--- src/hw/serial_port_consts.vh ---
`ifndef SERIAL_PORT_CONSTS_VH
`define SERIAL_PORT_CONSTS_VH
// bits in one address or data group
`define BYTE_BITS      8
// last bit index inside a group
`define LAST_BIT       3'h7
// direction bit position in the address byte
`define DIR_BIT        7
// direction bit value that starts write cycles
`define DIR_WRITE      1'b1
// low five address bits at the end of a 32-byte page
`define PAGE_END       5'h1F
// top of the clock register space (bits 6:5)
`define CLK_SPACE      2'h0
// clock space wrap start, without direction bit
`define CLK_WRAP       7'h00
// last ram address, without direction bit
`define RAM_END        7'h7F
// ram space wrap start, without direction bit
`define RAM_WRAP       7'h20
// fifo depth default, in words
`define WQ_DEPTH       4
// strap level that selects the four-wire mode
`define STRAP_FOUR     1'b1
`endif

--- src/hw/serial_port.v ---
// Behaviour
// four-wire mode shifts bytes MSB first
// output stays undriven until read byte ready
// first byte after select is the address
// address top bit: zero reads, one writes
// reads drive output, writes take input
// single access: one byte, then deselect
// address increments after every data byte
// clock read burst wraps 1Fh to 00h
// clock write burst wraps 9Fh to 80h
// ram read burst wraps 7Fh to 20h
// ram write burst wraps FFh to A0h
// three-wire mode shares one data line
// three-wire mode shifts bytes LSB first
// three-wire: sample rising, drive falling
// strap high four-wire, strap low three-wire
// idle clock level caught at select
// deselect ignores inputs, output undriven
// one clock per bit, eight-bit groups
// partial byte at deselect is discarded
`timescale 1ns/1ns
`include "serial_port_consts.vh"

// =====================================================
// write queue: small fifo between link and register side
module write_queue #(
  parameter WIDTH = 16,
  parameter DEPTH = `WQ_DEPTH,
  parameter AW    = 2
) (
  input  wire             clock,
  input  wire             rst_n,
  input  wire             clk_en,
  input  wire             in_valid,
  output wire             in_ready,
  input  wire [WIDTH-1:0] in_data,
  output wire             out_valid,
  input  wire             out_ready,
  output wire [WIDTH-1:0] out_data
);
  reg [WIDTH-1:0] mem_r [0:DEPTH-1]; // storage words
  reg [AW-1:0]    wr_ptr_r;          // next slot to fill
  reg [AW-1:0]    rd_ptr_r;          // oldest slot
  reg [AW:0]      cnt_r;             // words held
  wire            push;              // accepted write
  wire            pop;               // accepted read

  assign in_ready  = (cnt_r != DEPTH[AW:0]);
  assign out_valid = (cnt_r != {(AW+1){1'b0}});
  assign out_data  = mem_r[rd_ptr_r];
  assign push      = in_valid & in_ready;
  assign pop       = out_valid & out_ready;

  // pointers and count, frozen while clk_en is low
  always @(posedge clock)
  begin
    if (!rst_n)
    begin
      wr_ptr_r <= {AW{1'b0}};
      rd_ptr_r <= {AW{1'b0}};
      cnt_r    <= {(AW+1){1'b0}};
    end
    else if (clk_en)
    begin
      if (push)
      begin
        mem_r[wr_ptr_r] <= in_data;
        wr_ptr_r        <= (wr_ptr_r == DEPTH[AW-1:0] - 1'b1) ? {AW{1'b0}}
                                                              : wr_ptr_r + 1'b1;
      end
      if (pop)
        rd_ptr_r <= (rd_ptr_r == DEPTH[AW-1:0] - 1'b1) ? {AW{1'b0}}
                                                       : rd_ptr_r + 1'b1;
      if (push && !pop)
        cnt_r <= cnt_r + 1'b1;
      else if (pop && !push)
        cnt_r <= cnt_r - 1'b1;
    end
  end
endmodule

// =====================================================
// serial slave port: link side sampled on the system clock
module serial_port #(
  parameter WQ_DEPTH = `WQ_DEPTH
) (
  input  wire       clock,
  input  wire       rst_n,
  input  wire       clk_en,
  input  wire       chip_sel,
  input  wire       shift_clk,
  input  wire       serial_in_pin,
  output wire       serial_out_pin,
  output wire       serial_out_oe,
  input  wire       interface_select_strap,
  output wire       rd_req,
  output wire [7:0] rd_addr,
  input  wire       rd_ack,
  input  wire [7:0] rd_data,
  output wire       wq_valid,
  input  wire       wq_ready,
  output wire [7:0] wq_addr,
  output wire [7:0] wq_data,
  output wire       wr_drop,
  output wire       four_wire
);

  // =====================================================
  // input synchronisers
  reg [1:0] cs_sync_r;    // chip select, two flops
  reg [1:0] sck_sync_r;   // shift clock, two flops
  reg [1:0] sdi_sync_r;   // data in, two flops
  reg [1:0] strap_sync_r; // mode strap, two flops
  reg       sck_d_r;      // previous synced shift clock
  reg       cs_d_r;       // previous synced chip select

  // only the second stage of each chain is read
  always @(posedge clock)
  begin
    if (!rst_n)
    begin
      cs_sync_r    <= 2'h0;
      sck_sync_r   <= 2'h0;
      sdi_sync_r   <= 2'h0;
      strap_sync_r <= 2'h0;
      sck_d_r      <= 1'b0;
      cs_d_r       <= 1'b0;
    end
    else if (clk_en)
    begin
      cs_sync_r    <= {cs_sync_r[0], chip_sel};
      sck_sync_r   <= {sck_sync_r[0], shift_clk};
      sdi_sync_r   <= {sdi_sync_r[0], serial_in_pin};
      strap_sync_r <= {strap_sync_r[0], interface_select_strap};
      sck_d_r      <= sck_sync_r[1];
      cs_d_r       <= cs_sync_r[1];
    end
  end

  wire cs_s    = cs_sync_r[1];          // synced select
  wire sck_s   = sck_sync_r[1];         // synced shift clock
  wire sdi_s   = sdi_sync_r[1];         // synced data in
  wire cs_rise = cs_s & ~cs_d_r;        // transfer starts
  wire sck_chg = cs_s & ~cs_rise & (sck_s != sck_d_r); // any clock edge in frame

  // =====================================================
  // transfer state
  localparam ST_ADDR = 2'h0; // taking the address byte
  localparam ST_RD   = 2'h1; // read burst
  localparam ST_WR   = 2'h2; // write burst

  reg [1:0] state_r;    // transfer phase
  reg       mode4_r;    // four-wire mode caught at select
  reg       idle_r;     // idle clock level caught at select
  reg [2:0] bit_cnt_r;  // bits taken in this group
  reg [7:0] rx_sh_r;    // incoming shift register
  reg [7:0] addr_r;     // current register or ram address
  reg       rd_req_r;   // read request to register side
  reg [7:0] tx_sh_r;    // outgoing shift register
  reg       tx_full_r;  // a read byte is loaded
  reg       oe_r;       // output pin driven
  reg       out_r;      // output pin level
  reg       push_r;     // one-cycle write into queue
  reg [15:0] push_w_r;  // address and data for queue
  reg       drop_r;     // write lost to a full queue

  // sample edge: return to idle level in four-wire, rising in three-wire
  wire samp_edge = sck_chg & (mode4_r ? (sck_s == idle_r) : sck_s);
  // shift edge: leaving idle level in four-wire, falling in three-wire
  wire shft_edge = sck_chg & (mode4_r ? (sck_s != idle_r) : ~sck_s);
  // next group complete on this sample edge
  wire byte_done = samp_edge & (bit_cnt_r == `LAST_BIT);
  // incoming bit placed by mode order
  wire [7:0] rx_nxt = mode4_r ? {rx_sh_r[6:0], sdi_s}
                              : {sdi_s, rx_sh_r[7:1]};

  // =====================================================
  // next address with page wrap, direction bit kept
  function [7:0] next_addr;
    input [7:0] a;
    begin
      if (a[6:5] == `CLK_SPACE && a[4:0] == `PAGE_END)
        next_addr = {a[`DIR_BIT], `CLK_WRAP};
      else if (a[6:0] == `RAM_END)
        next_addr = {a[`DIR_BIT], `RAM_WRAP};
      else
        next_addr = {a[`DIR_BIT], a[6:0] + 7'h01};
    end
  endfunction

  wire wq_in_ready; // queue can take a word

  // =====================================================
  // link state machine
  always @(posedge clock)
  begin
    if (!rst_n)
    begin
      state_r   <= ST_ADDR;
      mode4_r   <= 1'b0;
      idle_r    <= 1'b0;
      bit_cnt_r <= 3'h0;
      rx_sh_r   <= 8'h00;
      addr_r    <= 8'h00;
      rd_req_r  <= 1'b0;
      tx_sh_r   <= 8'h00;
      tx_full_r <= 1'b0;
      oe_r      <= 1'b0;
      out_r     <= 1'b0;
      push_r    <= 1'b0;
      push_w_r  <= 16'h0000;
      drop_r    <= 1'b0;
    end
    else if (clk_en)
    begin
      push_r <= 1'b0;
      drop_r <= 1'b0;
      if (!cs_s)
      begin
        // deselected: drop frame state and read request, partial group lost, pin undriven
        state_r   <= ST_ADDR;
        bit_cnt_r <= 3'h0;
        rd_req_r  <= 1'b0;
        tx_full_r <= 1'b0;
        oe_r      <= 1'b0;
      end
      else if (cs_rise)
      begin
        // new frame: catch mode and idle clock level
        mode4_r   <= (strap_sync_r[1] == `STRAP_FOUR);
        idle_r    <= sck_s;
        state_r   <= ST_ADDR;
        bit_cnt_r <= 3'h0;
      end
      else
      begin
        // group bit counter and receive shifter
        if (samp_edge)
        begin
          bit_cnt_r <= bit_cnt_r + 3'h1;
          rx_sh_r   <= rx_nxt;
        end
        // read answer loads the output shifter
        if (rd_req_r && rd_ack)
        begin
          rd_req_r  <= 1'b0;
          tx_sh_r   <= rd_data;
          tx_full_r <= 1'b1;
        end
        // drive bits only once a whole byte is loaded
        if (shft_edge && tx_full_r && state_r == ST_RD)
        begin
          oe_r    <= 1'b1;
          out_r   <= mode4_r ? tx_sh_r[7] : tx_sh_r[0];
          tx_sh_r <= mode4_r ? {tx_sh_r[6:0], 1'b0} : {1'b0, tx_sh_r[7:1]};
        end
        if (byte_done)
        begin
          case (state_r)
            ST_ADDR:
            begin
              // first group is the address, top bit the direction
              addr_r <= rx_nxt;
              if (rx_nxt[`DIR_BIT] == `DIR_WRITE)
                state_r <= ST_WR;
              else
              begin
                state_r  <= ST_RD;
                rd_req_r <= 1'b1;
                tx_full_r <= 1'b0;
              end
            end
            ST_RD:
            begin
              // fetch the next byte of the burst
              addr_r    <= next_addr(addr_r);
              rd_req_r  <= 1'b1;
              tx_full_r <= 1'b0;
            end
            ST_WR:
            begin
              // whole data byte goes to the queue, or is dropped when the queue is full
              push_r   <= wq_in_ready;
              drop_r   <= ~wq_in_ready;
              push_w_r <= {addr_r, rx_nxt};
              addr_r   <= next_addr(addr_r);
            end
            default:
              state_r <= ST_ADDR;
          endcase
        end
      end
    end
  end

  // read request address follows the burst address
  assign rd_req  = rd_req_r;
  assign rd_addr = addr_r;

  // =====================================================
  // write queue toward the register side
  write_queue #(
    .WIDTH (16),
    .DEPTH (WQ_DEPTH),
    .AW    (2)
  ) u_wq (
    .clock     (clock),
    .rst_n     (rst_n),
    .clk_en    (clk_en),
    .in_valid  (push_r),
    .in_ready  (wq_in_ready),
    .in_data   (push_w_r),
    .out_valid (wq_valid),
    .out_ready (wq_ready),
    .out_data  ({wq_addr, wq_data})
  );

  // pin and status outputs
  assign serial_out_pin = out_r;
  assign serial_out_oe  = oe_r;
  assign wr_drop        = drop_r;
  assign four_wire      = mode4_r;

endmodule

--- config.mk ---
export PLATFORM = sky130hd
export DESIGN_NAME = serial_port
export DESIGN_NICKNAME = d
export VERILOG_FILES = /design/src/hw/serial_port.v
export VERILOG_INCLUDE_DIRS = /design/src /design/src/hw
export SDC_FILE = /design/constraint.sdc
export NUM_CORES = 1
export LEC_CHECK = 0
export BUFFER_PORTS_ARGS = -buffer_cell sky130_fd_sc_hd__buf_2
export CAP_MARGIN = 20
export CORE_ASPECT_RATIO = 1.5
export CORE_MARGIN = 4
export CORE_UTILIZATION = 46
export CTS_BUF_LIST = sky130_fd_sc_hd__clkbuf_16
export CTS_CLUSTER_DIAMETER = 200
export DETAILED_ROUTE_END_ITERATION = 7
export GPL_ROUTABILITY_DRIVEN = 0
export PLACE_DENSITY_LB_ADDON = 0.3
export SKIP_CTS_REPAIR_TIMING = 1
export SKIP_LAST_GASP = 1
export SLEW_MARGIN = 0
export SYNTH_ARGS = -nofsm -noshare
export SYNTH_HDL_FRONTEND = slang
export SYNTH_HIERARCHICAL = 1
export SYNTH_SLANG_ARGS = --single-unit
--- constraint.sdc ---
create_clock -name clock -period 2.8 [get_ports clock]
set_clock_uncertainty 0.05 [all_clocks]
set_input_delay 0.28 -clock clock [delete_from_list [all_inputs] [get_ports clock]]
set_output_delay 0.28 -clock clock [all_outputs]
set_load 0.01 [all_outputs]
After elaboration in Yosys (flattened, before gate mapping). Memory sizes are Yosys's and may differ from the RTL's. A register that Yosys moved wholly into a read port is not among the register bits. Cells that the tools add are included.

Output and inout port bits: 30. Bits in registers: 70. Bits in writable memories: 64. Word-level logic and storage cells: 140. Memories: 1. Input port bits: 17.

Memories: u_wq.mem_r (words 4, bits a word 16, rd ports 1, clocked after Yosys merged registers in 1, write ports 1, RTL line serial_port.v:41) `reg [WIDTH-1:0] mem_r [0:DEPTH-1];`.

Bitwise operators: 13. Reductions and logical operators: 29. Equal/unequal tests: 16. Muxes and demuxes: 51. Add/sub/neg operators: 6.

Operators by type and width (count): 2-to-1 mux 8 bit (4); 2-to-1 mux 1 bit (28); 2-to-1 mux 2 bit (8); case mux 8 bit (2 select lines) (1); 2-to-1 mux 3 bit (5); 2-to-1 mux 7 bit (2); AND reduction 4 bit (3); AND reduction 2 bit (5); AND reduction 5 bit (2); AND reduction 3 bit (3); bitwise AND 1 bit (8); adder 7 x 1 -> 7 bit, second input constant (1); == test 7 bit, second input constant (1); adder 3 x 1 -> 3 bit, second input constant (2); == test 2 bit, second input constant (3); logical AND 1 bit (6); inequality test 3 x 1 -> 1 bit, second input constant (2); AND reduction 6 bit (1); nonzero test 2 bit (3); == test 5 bit, second input constant (1); NOT 1 bit (5); adder 2 x 1 -> 2 bit, second input constant (2); zero test 2 bit (2); case mux 1 bit (2 select lines) (2); 13 further kinds (15).

Depth between registers and ports, before layout.
Depth in word-level cells: 11. Mapped depth: 8. Depth with buffers taken out: 8.

Hierarchy. Netlist, hierarchy kept.

Modules (own cells, without submodules): serial_port (area each 2940.3 µm², seq. area each 1261.2 µm², times used 1, cells an instance 334); write_queue (area each 2810.2 µm², seq. area each 2102.0 µm², times used 1, cells an instance 139).

Worst setup path before layout. OpenSTA, ideal clock, no wires.

Path type: flip-flop to flip-flop. Start: register addr_r[0], in the netlist rd_addr[0]. End: register addr_r[3], in the netlist rd_addr[3]. Slack: 0.746 ns. Required time: 2.633 ns. Arrival time: 1.887 ns. Clock period less this slack: 2.054 ns. Buffers on the path: 0. Stages on the path, launching flop included: 9. Cell sequence: dfxtp_1 > ha_1 > and3_1 > ha_1 > nand2b_1 > o221ai_1 > inv_1 > a211o_1 > a32o_1.

Word-level cells in the longest chain between the ends: 4. Elaborated cells on any way between the ends: 7. Those cells by class: add/sub (1); eq/ne (2); mux (3); reduce/logical (1).

RTL lines: start: declaration (RTL line serial_port.v:157) `reg [7:0] addr_r;`; start signal: assignment (RTL line serial_port.v:263) `addr_r <= rx_nxt;`; start signal: assignment (RTL line serial_port.v:276) `addr_r <= next_addr(addr_r);`; start signal: assignment (RTL line serial_port.v:286) `addr_r <= next_addr(addr_r);`; adder 7 x 1 -> 7 bit, or another cell as far along (RTL line serial_port.v:187) `` next_addr = {a[`DIR_BIT], a[6:0] + 7'h01}; ``; 2-to-1 mux 7 bit / logical AND 1 bit (equally long branches); 2-to-1 mux 7 bit (*) (RTL line serial_port.v:182) `` if (a[6:5] == `CLK_SPACE && a[4:0] == `PAGE_END) ``; case mux 8 bit (2 select lines) (*) (RTL line serial_port.v:259) `case (state_r)`.

Every way passes the cells marked *; elsewhere a longest branch is shown, timed or not. The select of a mux whose other input is x is not followed. A chain may end at the register's enable or synchronous reset.

Worst setup path in the final report. Same ends and word-level chain as after synthesis.

==> results by group <==
Timing
  • Minimum clock period: around 2.3 ns
  • Slew Viols, Final: 0
  • Worst-Margin Slew: ~0.74 ns
  • Setup repair after global routing missed its margin: no
  • Fin worst setup slack: around 0.54 ns
  • Final Cycle Share: 0.806
  • Final setup violation count: 0
  • Max-slew headroom: 0.506
  • TNS Setup: 0 ns
  • Fin. Hold Viols: 0
  • FMAX: 0.443 GHz

Clock tree
  • CTS max path bufs: 2
  • CTS tree: done
  • Clock latency on the worst-skew pair: roughly 0.42 ns
  • CTS Buf Count: 17
  • Clk root buf: clkbuf_16
  • Num Clock Sinks: about 140
  • H-Tree Level Count: 4
  • Reg clk slew, reported paths: 0.06 ns

Power and ir drop
  • Clock power frac: 0.513
  • Power per Cell Area: 651 nW/µm²
  • Comb pwr share: 0.015
  • Cell-internal power: ~3.4 mW
  • LEAKAGE: ~2.7 nW
  • Switching Fraction: 0.217
  • Sequential power share: 0.472
  • Worst VDD drop: roughly 0.45 mV
  • Power Total: 4.39 mW
  • Switching pwr: between 0.9 and 1 mW

GRT
  • Met2 Track Usage GR: 0.271
  • Grt total ovfl: 0
  • Vias in the first global route: between 3000 and 4000
  • Initial antenna violation count: 0
  • GRT Total Usage: 0.159
  • Most Crowded Layer GR: met2
  • Met3 GRT Util: 0.0427
  • First-pass GRT wire length: between 15000 and 20000 µm
  • Met1 usage in global routing: 0.186
  • Largest net degree at the start of global routing: 38

Die
  • Initial Util: 0.474
  • # rows: between 40 and 50
  • Core Footprint: about 12000 µm²
  • Die Ht: around 140 µm
  • # IOs: between 40 and 50
  • Die width: between 90 and 100 µm
  • Die area: 14400 µm²

Setup path
  • CP Max Fanout: 7
  • Startpoint Class: flip-flop
  • Critical path class: reg -> reg
  • Data arrival, critical path: about 2.5 ns
  • CP required: a little over 3 ns
  • Crit end category: flip-flop
  • Reg-to-reg slack, setup: ~0.54 ns

Outcome
  • Status: complete, no violations

Logic synthesis
  • Mapped Cells: approximately 470
  • Syn_area_per_cell: 12.2 µm²
  • Cell area after synthesis: ~5800 µm²
  • Proportion of synthesized area in mux cells: 0.126
  • Compound-Gate Fraction of Synth Area: 0.100
  • Largest family of logic cells by synthesized area: multiplexers
  • Post-synth EDFFs: 64
  • Async set-reset flop share out of synthesis: 0
  • Commonest cells in the netlist: dfxtp_1 (72), edfxtp_1 (64), nor2_1 (49), nand2_1 (41), mux2i_1 (35)
  • Yosys reg bits: about 140
  • Synth Area in Simple Gates: 0.114
  • Seq/Total Area, Yosys: 0.585
  • Post-Synth XOR/XNOR Area: 0.00305
  • Synth area leader: edfxtp_1
  • Fraction of the mapped netlist area in adder cells: 0.0361
  • Mapped Nets: roughly 510
  • Most common cell in the netlist: dfxtp_1
  • Synth area leaders: edfxtp_1 (33%), dfxtp_1 (25%), mux4_2 (6.3%), mux2i_1 (6.1%), ha_1 (3.3%)
  • Post-synthesis cell type count: between 50 and 60
  • Yosys warns: 6
  • Dominant synthesized flop cell: dfxtp_1
  • Post-synth top area share: 0.334

Placement
  • Number of port buffers: 46
  • Pre-CTS setup slack: slightly below 0.6 ns
  • Detail Placement HPWL: 7560 µm

Layout
  • Syn-to-layout area delta: 17.2%
  • Share of cells above drive strength 1: 0.208
  • Final nets: around 560
  • N_diodes: 0

Route
  • DR vias/cell: 5.45
  • Post-DRT Antenna Nets: 0
  • DRC Markers: 0
  • WL final: roughly 11000 µm
  • Routed WL per cell: 15.7 µm
  • Via Count: between 3000 and 4000
  • 1st-iter DRT viols: between 150 and 200
  • Pre-antenna DRT Iters: 4

Run
  • Max_cap viols: 0

Min path
  • Worst Hold Class: in -> reg
[power groups by stage]
stage / Clock (mW) / Sequential [mW] / Combinational (mW)
final: 2.25 / 2.07 / 0.0646
after global routing: 2.38 / 2.07 / 0.0726
after CTS: 2.29 / 2.07 / 0.0654
after detailed placement: 0 / 2.12 / 0.0652
after global placement: 0 / 2.11 / 0.0640
after floorplan: 0 / 2.11 / 0.0397
[kinds of logic (layout without fill, tap and decap cells)]
kind of cell,after synthesis,in the layout
XOR/XNOR,2,2
buffers and inverters,44,109
adder cells (fa/ha/maj),16,16
multiplexers,52,52
AO/OA/AOI/OAI,84,84
AND/OR/NAND/NOR,139,139
flip-flops,136,136
[final cells by class]
type / count / area [µm²]
clock buffer: 17 / 425
clock inverter: 15 / 181
fill: 1035 / 5400
inverter: 17 / 63.8
multi-input combinational: 293 / 2180
sequential: 136 / 3360
tap: 153 / 191
timing repair buffer: 60 / 335
[registers in the layout, summed over array words and instances (netlist names), 2 cells and up, named ones only]
| signal | count |
|---|---|
| strap_sync_r | 2 |
| push_w_r | 16 |
| cs_sync_r | 2 |
| u_wq/rd_ptr_r | 2 |
| rd_addr | 8 |
| rx_sh_r | 8 |
| tx_sh_r | 8 |
| u_wq/wr_ptr_r | 2 |
| u_wq/cnt_r | 3 |
| bit_cnt_r | 3 |
| sdi_sync_r | 2 |
| sck_sync_r | 2 |
| state_r | 2 |
| u_wq/mem_r | 64 |
[path summary, 6_finish.rpt]
check,start,end,cells after the start
setup / recovery,rd_addr[0],rd_addr[3],8
hold reg to reg,strap_sync_r[1],four_wire,2
setup reg to reg,rd_addr[0],rd_addr[3],8
hold / removal,serial_in_pin,sdi_sync_r[0],3
[metrics by stage]
| step | hold WS, ns | util | cell area (µm²) | instances |
|---|---|---|---|---|
| after global routing | 0.0525 | 0.555 | 6740 | 691 |
| after CTS | 0.0381 | 0.555 | 6740 | 691 |
| after detailed placement | 0.419 | 0.505 | 6130 | 659 |
| after global placement | 0.418 | 0.505 | 6130 | 659 |
| final | 0.0534 | 0.555 | 6740 | 691 |
| after floorplan | 0.377 | - | 5750 | 473 |
[critical path: stages, from the launching register on]
cell and delay (ns):
dfxtp_1 0.44, ha_1 0.25, and3_1 0.19, ha_1 0.18, nand2b_1 0.06, o221ai_1 0.34, inv_1 0.14, a211o_1 0.29
a32o_1 0.20
[layer usage]
metal	routed length (µm)	part of all wire
met1	4510	0.42
met2	5610	0.52
met3	491	0.045
met4	248	0.023
met5	0	0
[placed cells by master, fill, tap and decap left out, drive strengths merged, types with 12 or more instances in the layout]
master and count:
dfxtp 72, buf 60, nor2 49, mux2i 35
edfxtp 64, nand3 14, a211oi 16, o21ai 12
mux4 16, nand2 41, clkbuf 17, inv 25
ha 15, a21oi 17
No activity file was read; power rests on OpenSTA's default activity.
